$ cat src/inc/scc_pkg.sv
// Purpose: Shared constants and types of the spindle commutation controller
// Assumes: 125 MHz hclk, AHB-Lite register access with 32-bit words
// Notes:   Phase index 0, 1, 2 stands for motor phase U, V, W; Hall codes are packed {u,v,w}, U in bit 2
package scc_pkg;

    ////////////////////////////////////////////////////////////////////////
    // Clock and PWM oscillator timing
    localparam int unsigned CLK_HZ       = 125_000_000;
    localparam int unsigned PWM_FREQ_HZ  = 75_000;
    localparam int unsigned PWM_STEPS    = 255;
    // Longest step period rounds down, never below one cycle
    localparam int unsigned OSC_DIV_RAW  = CLK_HZ / (PWM_FREQ_HZ * PWM_STEPS);
    localparam int unsigned OSC_DIV      = (OSC_DIV_RAW < 1) ? 1 : OSC_DIV_RAW;
    localparam logic [7:0]  OSC_DIV_LAST = 8'(OSC_DIV - 1);
    localparam logic [7:0]  PWM_CNT_LAST = 8'(PWM_STEPS - 1);

    ////////////////////////////////////////////////////////////////////////
    // Register map, byte addresses
    localparam logic [7:0]  ADDR_CTRL    = 8'h00;
    localparam logic [7:0]  ADDR_STATUS  = 8'h04;
    localparam logic [31:0] CTRL_RESET   = 32'h0000_0000;
    localparam int unsigned CTRL_SYNC_BIT   = 0;
    localparam int unsigned STAT_HALL_LSB   = 0;
    localparam int unsigned STAT_MODE_LSB   = 3;
    localparam int unsigned STAT_REV_BIT    = 6;
    localparam int unsigned STAT_PWM_BIT    = 7;
    localparam int unsigned STAT_HS_LSB     = 8;
    localparam int unsigned STAT_LS_LSB     = 11;

    ////////////////////////////////////////////////////////////////////////
    // Phase indexes and step numbers along the forward order
    localparam logic [2:0]  STEP_NONE    = 3'h7;
    localparam logic [2:0]  STEP_LAST    = 3'h5;
    localparam logic [1:0]  PH_U         = 2'h0;
    localparam logic [1:0]  PH_V         = 2'h1;
    localparam logic [1:0]  PH_W         = 2'h2;

    ////////////////////////////////////////////////////////////////////////
    // Operating modes, Gray steps from standby toward reverse drive
    typedef enum logic [2:0] {
        SCC_STANDBY  = 3'h0,
        SCC_STOP     = 3'h1,
        SCC_FWD      = 3'h3,
        SCC_BRAKE    = 3'h2,
        SCC_REV      = 3'h6,
        SCC_REV_DONE = 3'h7
    } scc_mode_e;

endpackage : scc_pkg

$ cat src/scc_top.sv
// Purpose: Commutation and braking control of a three-phase spindle bridge
// Assumes: Pins are asynchronous to hclk, torque voltages arrive as 8-bit codes
// Notes:   Switch and phase outputs are registered, three cycles after a Hall pin change, four after any other pin change
//
// What this block does
// Run high and awake: commutate phases from Hall code and PWM.
// Run low: ignore Hall and PWM, all high sides on, low sides off.
// Hall code picks source and sink phase; conduction only while PWM high.
// Source high side stays on; sink low side follows PWM.
// Normal variant: sink high side off during PWM off time.
// Synchronous variant: sink high side on, complementary, during PWM off.
// Reference above command: forward drive, duty proportional to difference.
// Command above reference: reverse brake, driving the motor backward.
// Reverse rotation seen during reverse brake: stop driving.
// Equal voltages: short brake.
// Standby input high runs; low enters standby with internal supply off.
// Standby puts all three phase outputs into high impedance.
// Standby halts the PWM oscillator.
// Run/stop only acts while the oscillator runs, outside standby.
// Output bits 0, 1, 2 are phases U, V, W; Hall code bits 2, 1, 0 are U, V, W.
// Reverse rotation comes from Hall steps running against forward order.
// Hall codes all high or all low switch every switch off in forward and reverse drive.
// A configuration bit selects normal or synchronous off-time switching.
//
// Chosen here: the register offsets and register access over AHB-Lite.
`timescale 1ns/1ps
`default_nettype none
module scc_top (
    input  wire logic        hclk,
    input  wire logic        hresetn,
    input  wire logic        hsel,
    input  wire logic [31:0] haddr,
    input  wire logic [1:0]  htrans,
    input  wire logic        hwrite,
    input  wire logic [2:0]  hsize,
    input  wire logic [31:0] hwdata,
    input  wire logic        hready,
    output logic [31:0]      hrdata,
    output logic             hreadyout,
    output logic             hresp,
    input  wire logic        run_stop_in,
    input  wire logic        standby_n_in,
    input  wire logic        hall_cmp_u,
    input  wire logic        hall_cmp_v,
    input  wire logic        hall_cmp_w,
    input  wire logic [7:0]  torque_cmd_voltage,
    input  wire logic [7:0]  torque_ref_voltage,
    output logic [2:0]       high_side_on,
    output logic [2:0]       low_side_on,
    output logic             phase_u_out,
    output logic             phase_v_out,
    output logic             phase_w_out,
    output logic             phase_u_oe_n,
    output logic             phase_v_oe_n,
    output logic             phase_w_oe_n,
    output logic             supply_on
);
    import scc_pkg::*;

    ////////////////////////////////////////////////////////////////////////
    // Decoding functions

    // Position of a Hall code along the forward commutation order
    function automatic logic [2:0] hall_step(input logic [2:0] code);
        case (code)
            3'h6:    hall_step = 3'h0;
            3'h4:    hall_step = 3'h1;
            3'h5:    hall_step = 3'h2;
            3'h1:    hall_step = 3'h3;
            3'h3:    hall_step = 3'h4;
            3'h2:    hall_step = 3'h5;
            default: hall_step = STEP_NONE;
        endcase
    endfunction : hall_step

    // Source phase in bits 3:2, sink phase in bits 1:0
    function automatic logic [3:0] step_phases(input logic [2:0] step);
        case (step)
            3'h0:    step_phases = {PH_W, PH_V};
            3'h1:    step_phases = {PH_W, PH_U};
            3'h2:    step_phases = {PH_V, PH_U};
            3'h3:    step_phases = {PH_V, PH_W};
            3'h4:    step_phases = {PH_U, PH_W};
            3'h5:    step_phases = {PH_U, PH_V};
            default: step_phases = {PH_U, PH_U};
        endcase
    endfunction : step_phases

    function automatic logic [2:0] step_inc(input logic [2:0] step);
        step_inc = (step == STEP_LAST) ? 3'h0 : step + 3'h1;
    endfunction : step_inc

    ////////////////////////////////////////////////////////////////////////
    // Pin synchronisers; torque codes are assumed to change slowly
    localparam int unsigned PIN_W = 21;

    logic [PIN_W-1:0] pin_meta_r;
    logic [PIN_W-1:0] pin_sync_r;
    logic             run_sync;
    logic             stb_sync;
    logic [2:0]       hall_sync;
    logic [7:0]       cmd_sync;
    logic [7:0]       ref_sync;

    // Only the second stage is read by logic
    always_ff @(posedge hclk or negedge hresetn) begin
        if (!hresetn) begin
            pin_meta_r <= '0;
            pin_sync_r <= '0;
        end else begin
            pin_meta_r <= {run_stop_in, standby_n_in, hall_cmp_u, hall_cmp_v, hall_cmp_w,
                           torque_cmd_voltage, torque_ref_voltage};
            pin_sync_r <= pin_meta_r;
        end
    end

    assign run_sync  = pin_sync_r[20];
    assign stb_sync  = pin_sync_r[19];
    assign hall_sync = pin_sync_r[18:16];
    assign cmd_sync  = pin_sync_r[15:8];
    assign ref_sync  = pin_sync_r[7:0];

    ////////////////////////////////////////////////////////////////////////
    // Torque difference and PWM oscillator
    logic signed [8:0] diff;
    logic [7:0]        duty;
    logic              pwm;
    logic [7:0]        osc_count;

    assign diff = $signed({1'b0, ref_sync}) - $signed({1'b0, cmd_sync});
    assign duty = diff[8] ? 8'(~diff[7:0] + 8'h01) : diff[7:0];

    scc_pwm_osc u_osc (
        .hclk      (hclk),
        .hresetn   (hresetn),
        .osc_run   (stb_sync),
        .duty      (duty),
        .pwm_out   (pwm),
        .osc_count (osc_count)
    );

    assign supply_on = stb_sync;

    ////////////////////////////////////////////////////////////////////////
    // Rotation direction from the order of Hall steps
    logic [2:0] step_now;
    logic [2:0] prev_step_r;
    logic       rev_seen_r;

    assign step_now = hall_step(hall_sync);

    always_ff @(posedge hclk or negedge hresetn) begin
        if (!hresetn) begin
            prev_step_r <= STEP_NONE;
        end else if (step_now != STEP_NONE) begin
            prev_step_r <= step_now;
        end
    end

    // A skipped step keeps the last verdict rather than guessing
    always_ff @(posedge hclk or negedge hresetn) begin
        if (!hresetn) begin
            rev_seen_r <= 1'b0;
        end else if (step_now != STEP_NONE && prev_step_r != STEP_NONE) begin
            if (step_inc(step_now) == prev_step_r) begin
                rev_seen_r <= 1'b1;
            end else if (step_inc(prev_step_r) == step_now) begin
                rev_seen_r <= 1'b0;
            end
        end
    end

    ////////////////////////////////////////////////////////////////////////
    // Operating mode
    scc_mode_e mode_r;
    scc_mode_e mode_nxt;

    // Standby outranks run/stop, run/stop outranks the torque order
    always_comb begin
        if (!stb_sync) begin
            mode_nxt = SCC_STANDBY;
        end else if (!run_sync) begin
            mode_nxt = SCC_STOP; // see R2
        end else if (diff == 9'sh000) begin
            mode_nxt = SCC_BRAKE;
        end else if (!diff[8]) begin
            mode_nxt = SCC_FWD; // see R1
        end else if (rev_seen_r || mode_r == SCC_REV_DONE) begin
            mode_nxt = SCC_REV_DONE;
        end else begin
            mode_nxt = SCC_REV;
        end
    end

    always_ff @(posedge hclk or negedge hresetn) begin
        if (!hresetn) begin
            mode_r <= SCC_STANDBY;
        end else begin
            mode_r <= mode_nxt;
        end
    end

    ////////////////////////////////////////////////////////////////////////
    // Bridge switch selection
    logic       sync_pwm;
    logic [3:0] phases;
    logic [1:0] src;
    logic [1:0] snk;
    logic [2:0] hs_nxt;
    logic [2:0] ls_nxt;
    logic [2:0] hs_r;
    logic [2:0] ls_r;

    assign phases = step_phases(step_now);
    assign src    = (mode_r == SCC_REV) ? phases[1:0] : phases[3:2];
    assign snk    = (mode_r == SCC_REV) ? phases[3:2] : phases[1:0];

    always_comb begin
        hs_nxt = 3'h0;
        ls_nxt = 3'h0;
        case (mode_r)
            SCC_STOP, SCC_BRAKE, SCC_REV_DONE: begin
                hs_nxt = 3'h7; // see R2
            end
            SCC_FWD, SCC_REV: begin
                if (step_now != STEP_NONE) begin
                    hs_nxt[src] = 1'b1; // see R3
                    if (pwm) begin
                        ls_nxt[snk] = 1'b1; // see R1
                    end else if (sync_pwm) begin // see R5, sink high side stays off otherwise
                        hs_nxt[snk] = 1'b1;
                    end
                end
            end
            default: begin
                hs_nxt = 3'h0;
            end
        endcase
    end

    // Registered drive; high and low side of one leg are never both chosen
    always_ff @(posedge hclk or negedge hresetn) begin
        if (!hresetn) begin
            hs_r <= 3'h0;
            ls_r <= 3'h0;
        end else begin
            hs_r <= hs_nxt;
            ls_r <= ls_nxt;
        end
    end

    assign high_side_on = hs_r;
    assign low_side_on  = ls_r;
    assign phase_u_out  = hs_r[PH_U];
    assign phase_v_out  = hs_r[PH_V];
    assign phase_w_out  = hs_r[PH_W];
    // A leg with neither switch on floats
    assign phase_u_oe_n = !(hs_r[PH_U] || ls_r[PH_U]);
    assign phase_v_oe_n = !(hs_r[PH_V] || ls_r[PH_V]);
    assign phase_w_oe_n = !(hs_r[PH_W] || ls_r[PH_W]);

    ////////////////////////////////////////////////////////////////////////
    // AHB-Lite slave, zero wait states, always OKAY
    logic [31:0] ctrl_r;
    logic        wr_pend_r;
    logic [7:0]  wr_addr_r;
    logic [31:0] rdata_r;
    logic        take;
    logic [31:0] status;

    assign take      = hsel && hready && htrans[1];
    assign hreadyout = 1'b1;
    assign hresp     = 1'b0;
    assign sync_pwm  = ctrl_r[CTRL_SYNC_BIT];
    assign status    = {18'h0, ls_r, hs_r, pwm, rev_seen_r, 3'(mode_r), hall_sync};

    // Address phase capture for writes
    always_ff @(posedge hclk or negedge hresetn) begin
        if (!hresetn) begin
            wr_pend_r <= 1'b0;
            wr_addr_r <= 8'h00;
        end else begin
            wr_pend_r <= take && hwrite;
            wr_addr_r <= haddr[7:0];
        end
    end

    // Data phase write; unmapped addresses are ignored
    always_ff @(posedge hclk or negedge hresetn) begin
        if (!hresetn) begin
            ctrl_r <= CTRL_RESET;
        end else if (wr_pend_r && wr_addr_r == ADDR_CTRL) begin
            ctrl_r <= {31'h0, hwdata[CTRL_SYNC_BIT]};
        end
    end

    // Read data prepared at the address phase so it stands registered
    always_ff @(posedge hclk or negedge hresetn) begin
        if (!hresetn) begin
            rdata_r <= 32'h0000_0000;
        end else if (take && !hwrite) begin
            case (haddr[7:0])
                ADDR_CTRL:   rdata_r <= ctrl_r;
                ADDR_STATUS: rdata_r <= status;
                default:     rdata_r <= 32'h0000_0000;
            endcase
        end
    end

    assign hrdata = rdata_r;
endmodule : scc_top
`default_nettype wire

$ cat src/scc_pwm_osc.sv
// Purpose: PWM oscillator, sawtooth counter compared with the duty value
// Assumes: duty comes from logic on hclk
// Notes:   Counter freezes while osc_run is low, saving switching power
`timescale 1ns/1ps
`default_nettype none
module scc_pwm_osc (
    input  wire logic       hclk,
    input  wire logic       hresetn,
    input  wire logic       osc_run,
    input  wire logic [7:0] duty,
    output logic            pwm_out,
    output logic [7:0]      osc_count
);
    import scc_pkg::*;

    logic [7:0] div_r;
    logic       tick;

    ////////////////////////////////////////////////////////////////////////
    // Step divider, one-cycle enable pulse
    assign tick = osc_run && (div_r == OSC_DIV_LAST);

    always_ff @(posedge hclk or negedge hresetn) begin
        if (!hresetn) begin
            div_r <= 8'h00;
        end else if (!osc_run || tick) begin
            div_r <= 8'h00;
        end else begin
            div_r <= div_r + 8'h01;
        end
    end

    // Sawtooth of PWM_STEPS steps so that duty 8'hFF means always on
    always_ff @(posedge hclk or negedge hresetn) begin
        if (!hresetn) begin
            osc_count <= 8'h00;
        end else if (tick) begin
            osc_count <= (osc_count == PWM_CNT_LAST) ? 8'h00 : osc_count + 8'h01;
        end
    end

    // Duty proportional to magnitude of the torque difference
    always_ff @(posedge hclk or negedge hresetn) begin
        if (!hresetn) begin
            pwm_out <= 1'b0;
        end else begin
            pwm_out <= osc_run && (osc_count < duty);
        end
    end

endmodule : scc_pwm_osc
`default_nettype wire

$ cat config.mk
export PLATFORM = sky130hd
export DESIGN_NAME = scc_top
export DESIGN_NICKNAME = d
export VERILOG_FILES = /design/src/inc/scc_pkg.sv /design/src/scc_top.sv /design/src/scc_pwm_osc.sv
export SDC_FILE = /design/constraint.sdc
export NUM_CORES = 1
export LEC_CHECK = 0
export BUFFER_PORTS_ARGS = -buffer_cell sky130_fd_sc_hd__buf_4
export CORE_MARGIN = 2
export CORE_UTILIZATION = 35
export CTS_CLUSTER_SIZE = 8
export DETAILED_ROUTE_END_ITERATION = 8
export SETUP_SLACK_MARGIN = 0.4
export SLEW_MARGIN = 15
export SYNTH_ARGS = -nofsm -noshare
export SYNTH_HDL_FRONTEND = slang
export SYNTH_SLANG_ARGS = --single-unit
$ cat constraint.sdc
create_clock -name hclk -period 6.9 [get_ports hclk]
set_input_delay 0.345 -clock hclk [delete_from_list [all_inputs] [get_ports hclk]]
set_output_delay 0.345 -clock hclk [all_outputs]
set_load 0.1 [all_outputs]
Word-level counts from Yosys, hierarchy flattened --
Cells that the tools add are included.
Cells by class: reductions and logical operators 28, eq/ne operators 24, bitwise gates (word level) 2, magnitude comparators 5, mux-type cells 28, add/sub/neg operators 6
Operators with widths (count):
- two-way mux 3 bit | 12
- case mux 14 bit (2 select lines) | 1
- adder 8 x 1 -> 8 bit, second input constant | 3
- == test 3 bit, second input constant | 8
- two-way mux 8 bit | 3
- case mux 4 bit (6 select lines) | 1
- == test 3 x 2 -> 1 bit, second input constant | 6
- case mux 3 bit (6 select lines) | 1
- == test 8 x 3 -> 1 bit, second input constant | 2
- logical NOT 8 bit | 2
- logical AND 1 bit | 10
- == test 3 x 1 -> 1 bit, second input constant | 3
- logical NOT 9 bit | 1
- subtractor 8 x 8 -> 9 bit | 1
- == test 8 bit, second input constant | 1
- less-than comparator 8 bit | 1
- NOT 8 bit | 1
- adder 3 x 1 -> 3 bit, second input constant | 2
- == test 3 bit | 2
- less-than comparator 2 x 3 -> 1 bit, second input constant | 2
- inequality test 3 bit, second input constant | 2
- case mux 3 bit (2 select lines) | 1
- logical NOT 1 bit | 5
- logical OR 1 bit | 5
- 10 further kinds | 17
Word-level totals: logic and storage cells 107, input port bits 95, output and inout bits 47, register bits after elaboration 114

Logic depth before layout (Yosys ltp) --
depth in word-level cells 14, mapped depth 17

By module --
From an unflattened synthesis, not the netlist that was laid out.
Unflattened totals: cells, all modules 406, area total of the unflattened synthesis 4499.3 um^2
By module, submodules not included:
- scc_top | cells each 294, area each 3449.6 um^2, instances 1
- scc_pwm_osc | cells each 112, area each 1049.8 um^2, instances 1

Worst setup path after synthesis --
Ideal clock, no wire load.
path kind flip-flop to flip-flop, from register pin_sync_r[0], to register u_osc.pwm_out, clock period less this slack 2970 ps, path slack 3930 ps, data required time 6830 ps, cell stages (with the launch flop) 18, arrival time 2899 ps, cell sequence dfrtp_1 inv_1 ha_1 inv_1 fa_1 a211oi_1 o21ai_1 a31o_1 a21o_1 buf_6 mux2i_1 ha_1 o21a_1 o21a_1 o21ai_1 a21oi_1 o211ai_1 and4b_1
On the way: word-level cells in the longest chain between the ends 6
RTL lines:
- start: declaration | RTL line scc_top.sv:98 | logic [PIN_W-1:0] pin_sync_r;
- start signal: assignment | RTL line scc_top.sv:113 | pin_sync_r <= pin_meta_r;
- subtractor 8 x 8 -> 9 bit (*) | RTL line scc_top.sv:130 | assign diff = $signed({1'b0, ref_sync}) - $signed({1'b0, cmd_sync});
- NOT 8 bit | RTL line scc_top.sv:131 | assign duty = diff[8] ? 8'(~diff[7:0] + 8'h01) : diff[7:0];
- adder 8 x 1 -> 8 bit | RTL line scc_top.sv:131
- two-way mux 8 bit (*) | RTL line scc_top.sv:131
- less-than comparator 8 bit (*) | RTL line scc_pwm_osc.sv:47 | pwm_out <= osc_run && (osc_count < duty);
- logical AND 1 bit (*) | RTL line scc_pwm_osc.sv:47
- end signal: assignment | RTL line scc_pwm_osc.sv:47
- end: declaration | RTL line scc_pwm_osc.sv:11 | output logic pwm_out,
Every way passes the cells marked *; elsewhere a longest branch is shown, timed or not. A chain may end at the register's enable or synchronous reset.

Worst setup path in the final report --
Same ends and word-level chain as after synthesis.

==> reports/metrics.cfg <==
[global_route]
grt_max_degree=76
grt_use_total_pct=12.2
grt_pass1_vias=2785
grt_antenna_before_repair=0
overflow=0
grt_pass1_wl_mm=12.8

[finish]
antennaDiodeCount=0
syn_to_final_growth_pct=19.3
fill_cells=1183
nets=570
drive_gt1_share_pct=19.1
multi_input_area_um2=1740
seq_area_um2=2410

[yosys]
avgSynthCellArea_um2=11.2
ys_types=53
synth_edf_count=0
synth_area_um2=4370
ys.flop_type=dfrtp_1
postSynth.asyncResetShare_pct=100
ys_ff_latch=96
syn_inst=391
seq_area_frac_synth_pct=55.1
yosys_warnings=0

[place]
routabilityCongestion=0.820
port_buffers=62
place_ws_ps=3660
dp_hpwl_mm=5.54

[die]
die_x_um=116
fp.coreArea_um2=12100
die-height_um=116
die-area_um2=13400
io_pins=142
initial_core_util_pct=36.1
rows=40

[clocking]
h-tree-depth=3
clk_pin_slew_ps=60
cts_made_buffers=9
cts-root-buf=clkbuf_16
clk_latency_ps=340
postCtsSetupBuffers=0
cts_hold_buf=1
cts-resized-gates=0
cts.sinks=96
clockBufferDepth=2
cts_tree=yes

[route]
first_pass_iters=4
totalWireLength_mm=7.44
drc=0
drt-initial-drc-count=131
via_per_inst=4.62
ant_nets=0
vias=2880
routedWlPerCell_um=11.9

[sta]
setup-violations-final=0
skew_ps=6.60
hold_viol=0
fmaxAchievable_mhz=309
tns_ps=0
maxSlewViolCount=0
setup_slack_ps=3660
max_slew_margin_pct=41.6
min_period_ps=3240
grt_setup_unrepaired=false
tightest_slew_ps=876
finalCritPeriodShare_pct=46.9

[worst_hold_path]
min-delay-start=hall_cmp_u
min_to=pin_meta_r[18]
hold_depth=1
hold_class=in2reg

[power_and_ir_drop]
ir_worst_vdd_mv=0.165
power_density_nw_per_um2=270
p_leak_uw=0.00243

[worst_setup_path]
crit_path_top_delay_cell=fa_1
worstPathMaxFanout=9
rr_startpoint=pin_sync_r[0]
r2r_cells=16
cp-start-kind=flip-flop
worstReg2RegEnd=u_osc.pwm_out
rrSetupSlack_ps=3660
critPathKind=reg2reg
critPathTopFamily=compound AO/OA/AOI/OAI gates
path_cells=inv_1 -> ha_1 -> inv_1 -> fa_1 -> a211oi_1 -> o21ai_1 -> a31o_1 -> a21o_1 -> mux2i_1 -> ha_1 -> o21a_1 -> o21a_1 -> o21ai_1 -> a21oi_1 -> o211ai_1 -> and4b_1
cp-end-kind=flip-flop
cp_num_buf_inv=2
max_stage_delay_ps=430
critPathRequiredTime_ps=7180
cp.arrival_ps=3510

[outcome]
outcome=complete, no violations

[job]
maxCapViolations=0

## cell usage after synthesis (3+ instances only)
master    instances  area (um2)
a21oi_1          18        90.1
a22o_1           13         114
a22oi_1           3        22.5
a31oi_1           3        18.8
and2_1            3        18.8
and3_1            5        31.3
buf_4            23         173
clkbuf_1          8        30.0
dfrtp_1          93        2330
dfstp_2           3        78.8
ha_1             22         275
inv_1            17        63.8
nand2_1          19        71.3
nand2b_1          4        25.0
nand3_1          14        70.1
nand4b_1          3        26.3
nor2_1           28         105
nor2b_1           9        56.3
nor3_1            4        20.0
nor3b_1           3        22.5
o21a_1            5        37.5
o21ai_0           9        45.0
o21ai_1          13        65.1
o31ai_1           7        52.6
o41ai_1           3        26.3
xnor2_1          10        87.6
xor2_1           14         123
## worst max-delay path by stage
stage / from / to / slack [ps] / cells past startpoint
finish: pin_sync_r[0] / u_osc.pwm_out / 3660 / 16
CTS: pin_sync_r[0] / u_osc.pwm_out / 3640 / 16
global placement: pin_sync_r[0] / u_osc.pwm_out / 3680 / 16
global route: pin_sync_r[0] / u_osc.pwm_out / 3390 / 16
detailed placement: pin_sync_r[0] / u_osc.pwm_out / 3660 / 16
floorplan: pin_sync_r[0] / u_osc.pwm_out / 3930 / 17
## state kept, by name (all words and copies together), names as in the netlist, 3 cells and up
| name | count |
|---|---|
| high_side_on | 3 |
| hrdata | 14 |
| low_side_on | 3 |
| mode_r | 3 |
| pin_meta_r | 21 |
| pin_sync_r | 21 |
| prev_step_r | 3 |
| u_osc.div_r | 8 |
| u_osc.osc_count | 8 |
| wr_addr_r | 8 |
## stage by stage
step | utilization (%) | instances | cell area, um2 | hold WS [ps] | power [uW]
4_1_cts | 43.0 | 624 | 5210 | 93.1 | 1430
2_1_floorplan | - | 409 | 4430 | 49.4 | 878
6_report | 43.0 | 624 | 5210 | 111 | 1410
3_3_place_gp | 40.5 | 608 | 4910 | 240 | 930
5_1_grt | 43.0 | 624 | 5210 | 86.8 | 1480
3_5_place_dp | 40.5 | 608 | 4910 | 244 | 935
## metal layers
metal / vias to the layer above / GRT usage, % / routed length (um)
met5: - / 0 / 0
met4: 0 / 4.92 / 80
met3: 10 / 4.08 / 374
met2: 79 / 20.3 / 3660
met1: 1350 / 14.7 / 3330
li1: 1441 / - / -
## cells in the final DEF (no fill, tap or decap), drive strengths merged, types with 2 or more instances in the layout
cell type  Yosys  routed
o211ai         2       2
or2            2       2
nand3b         2       2
o31ai          7       7
xor2          14      14
a31oi          3       3
nor2          28      28
clkbuf         8      10
nand3         14      14
dfstp          3       3
xnor2         10      10
o21a           5       5
mux2           2       2
inv           17      18
nor4           2       2
mux2i          2       2
o21ai         22      22
clkinv         1       3
a21o           2       2
dfrtp         93      93
conb           2      20
a21oi         20      20
a22oi          3       3
nor2b          9       9
ha            22      22
nor3           4       4
a21boi         2       2
nor3b          3       3
and2           3       3
buf           25      64
o41ai          3       3
nand4b         3       3
nand2         19      19
nand2b         4       4
a22o          13      13
and3           5       5
## cells by family after synthesis
logic type,after synthesis,synth area share [%]
other,2,0.172
flip-flops,96,55.1
AO/OA/AOI/OAI,87,13.3
multiplexers,4,0.974
buffers and inverters,51,6.56
XOR/XNOR,24,4.81
adder cells (fa/ha/maj),23,6.76
AND/OR/NAND/NOR,104,12.3
## power breakdown
part           leakage (uW)  internal [uW]  switching, uW
clock network      0.000145            288            196
registers           0.00119            595           28.9
logic               0.00109           89.2            209
total               0.00243            973            434
## worst reg2reg max path, cell delays in order (launching register included)
cell and delay [ps]:
dfrtp_1 360, inv_1 50, ha_1 150, inv_1 50
fa_1 430, a211oi_1 260, o21ai_1 130, a31o_1 240
a21o_1 280, mux2i_1 150, ha_1 270, o21a_1 100
o21a_1 160, o21ai_1 120, a21oi_1 80, o211ai_1 140
and4b_1 190
## layout make-up
class	instances	share of cell area, %
clock buffer	10	4.59
tap	168	4.03
inverter	18	1.30
multi-input combinational	262	33.4
sequential	96	46.2
timing repair buffer	65	9.41
clock inverter	5	1.08
No activity file was read; power rests on OpenSTA's default activity.
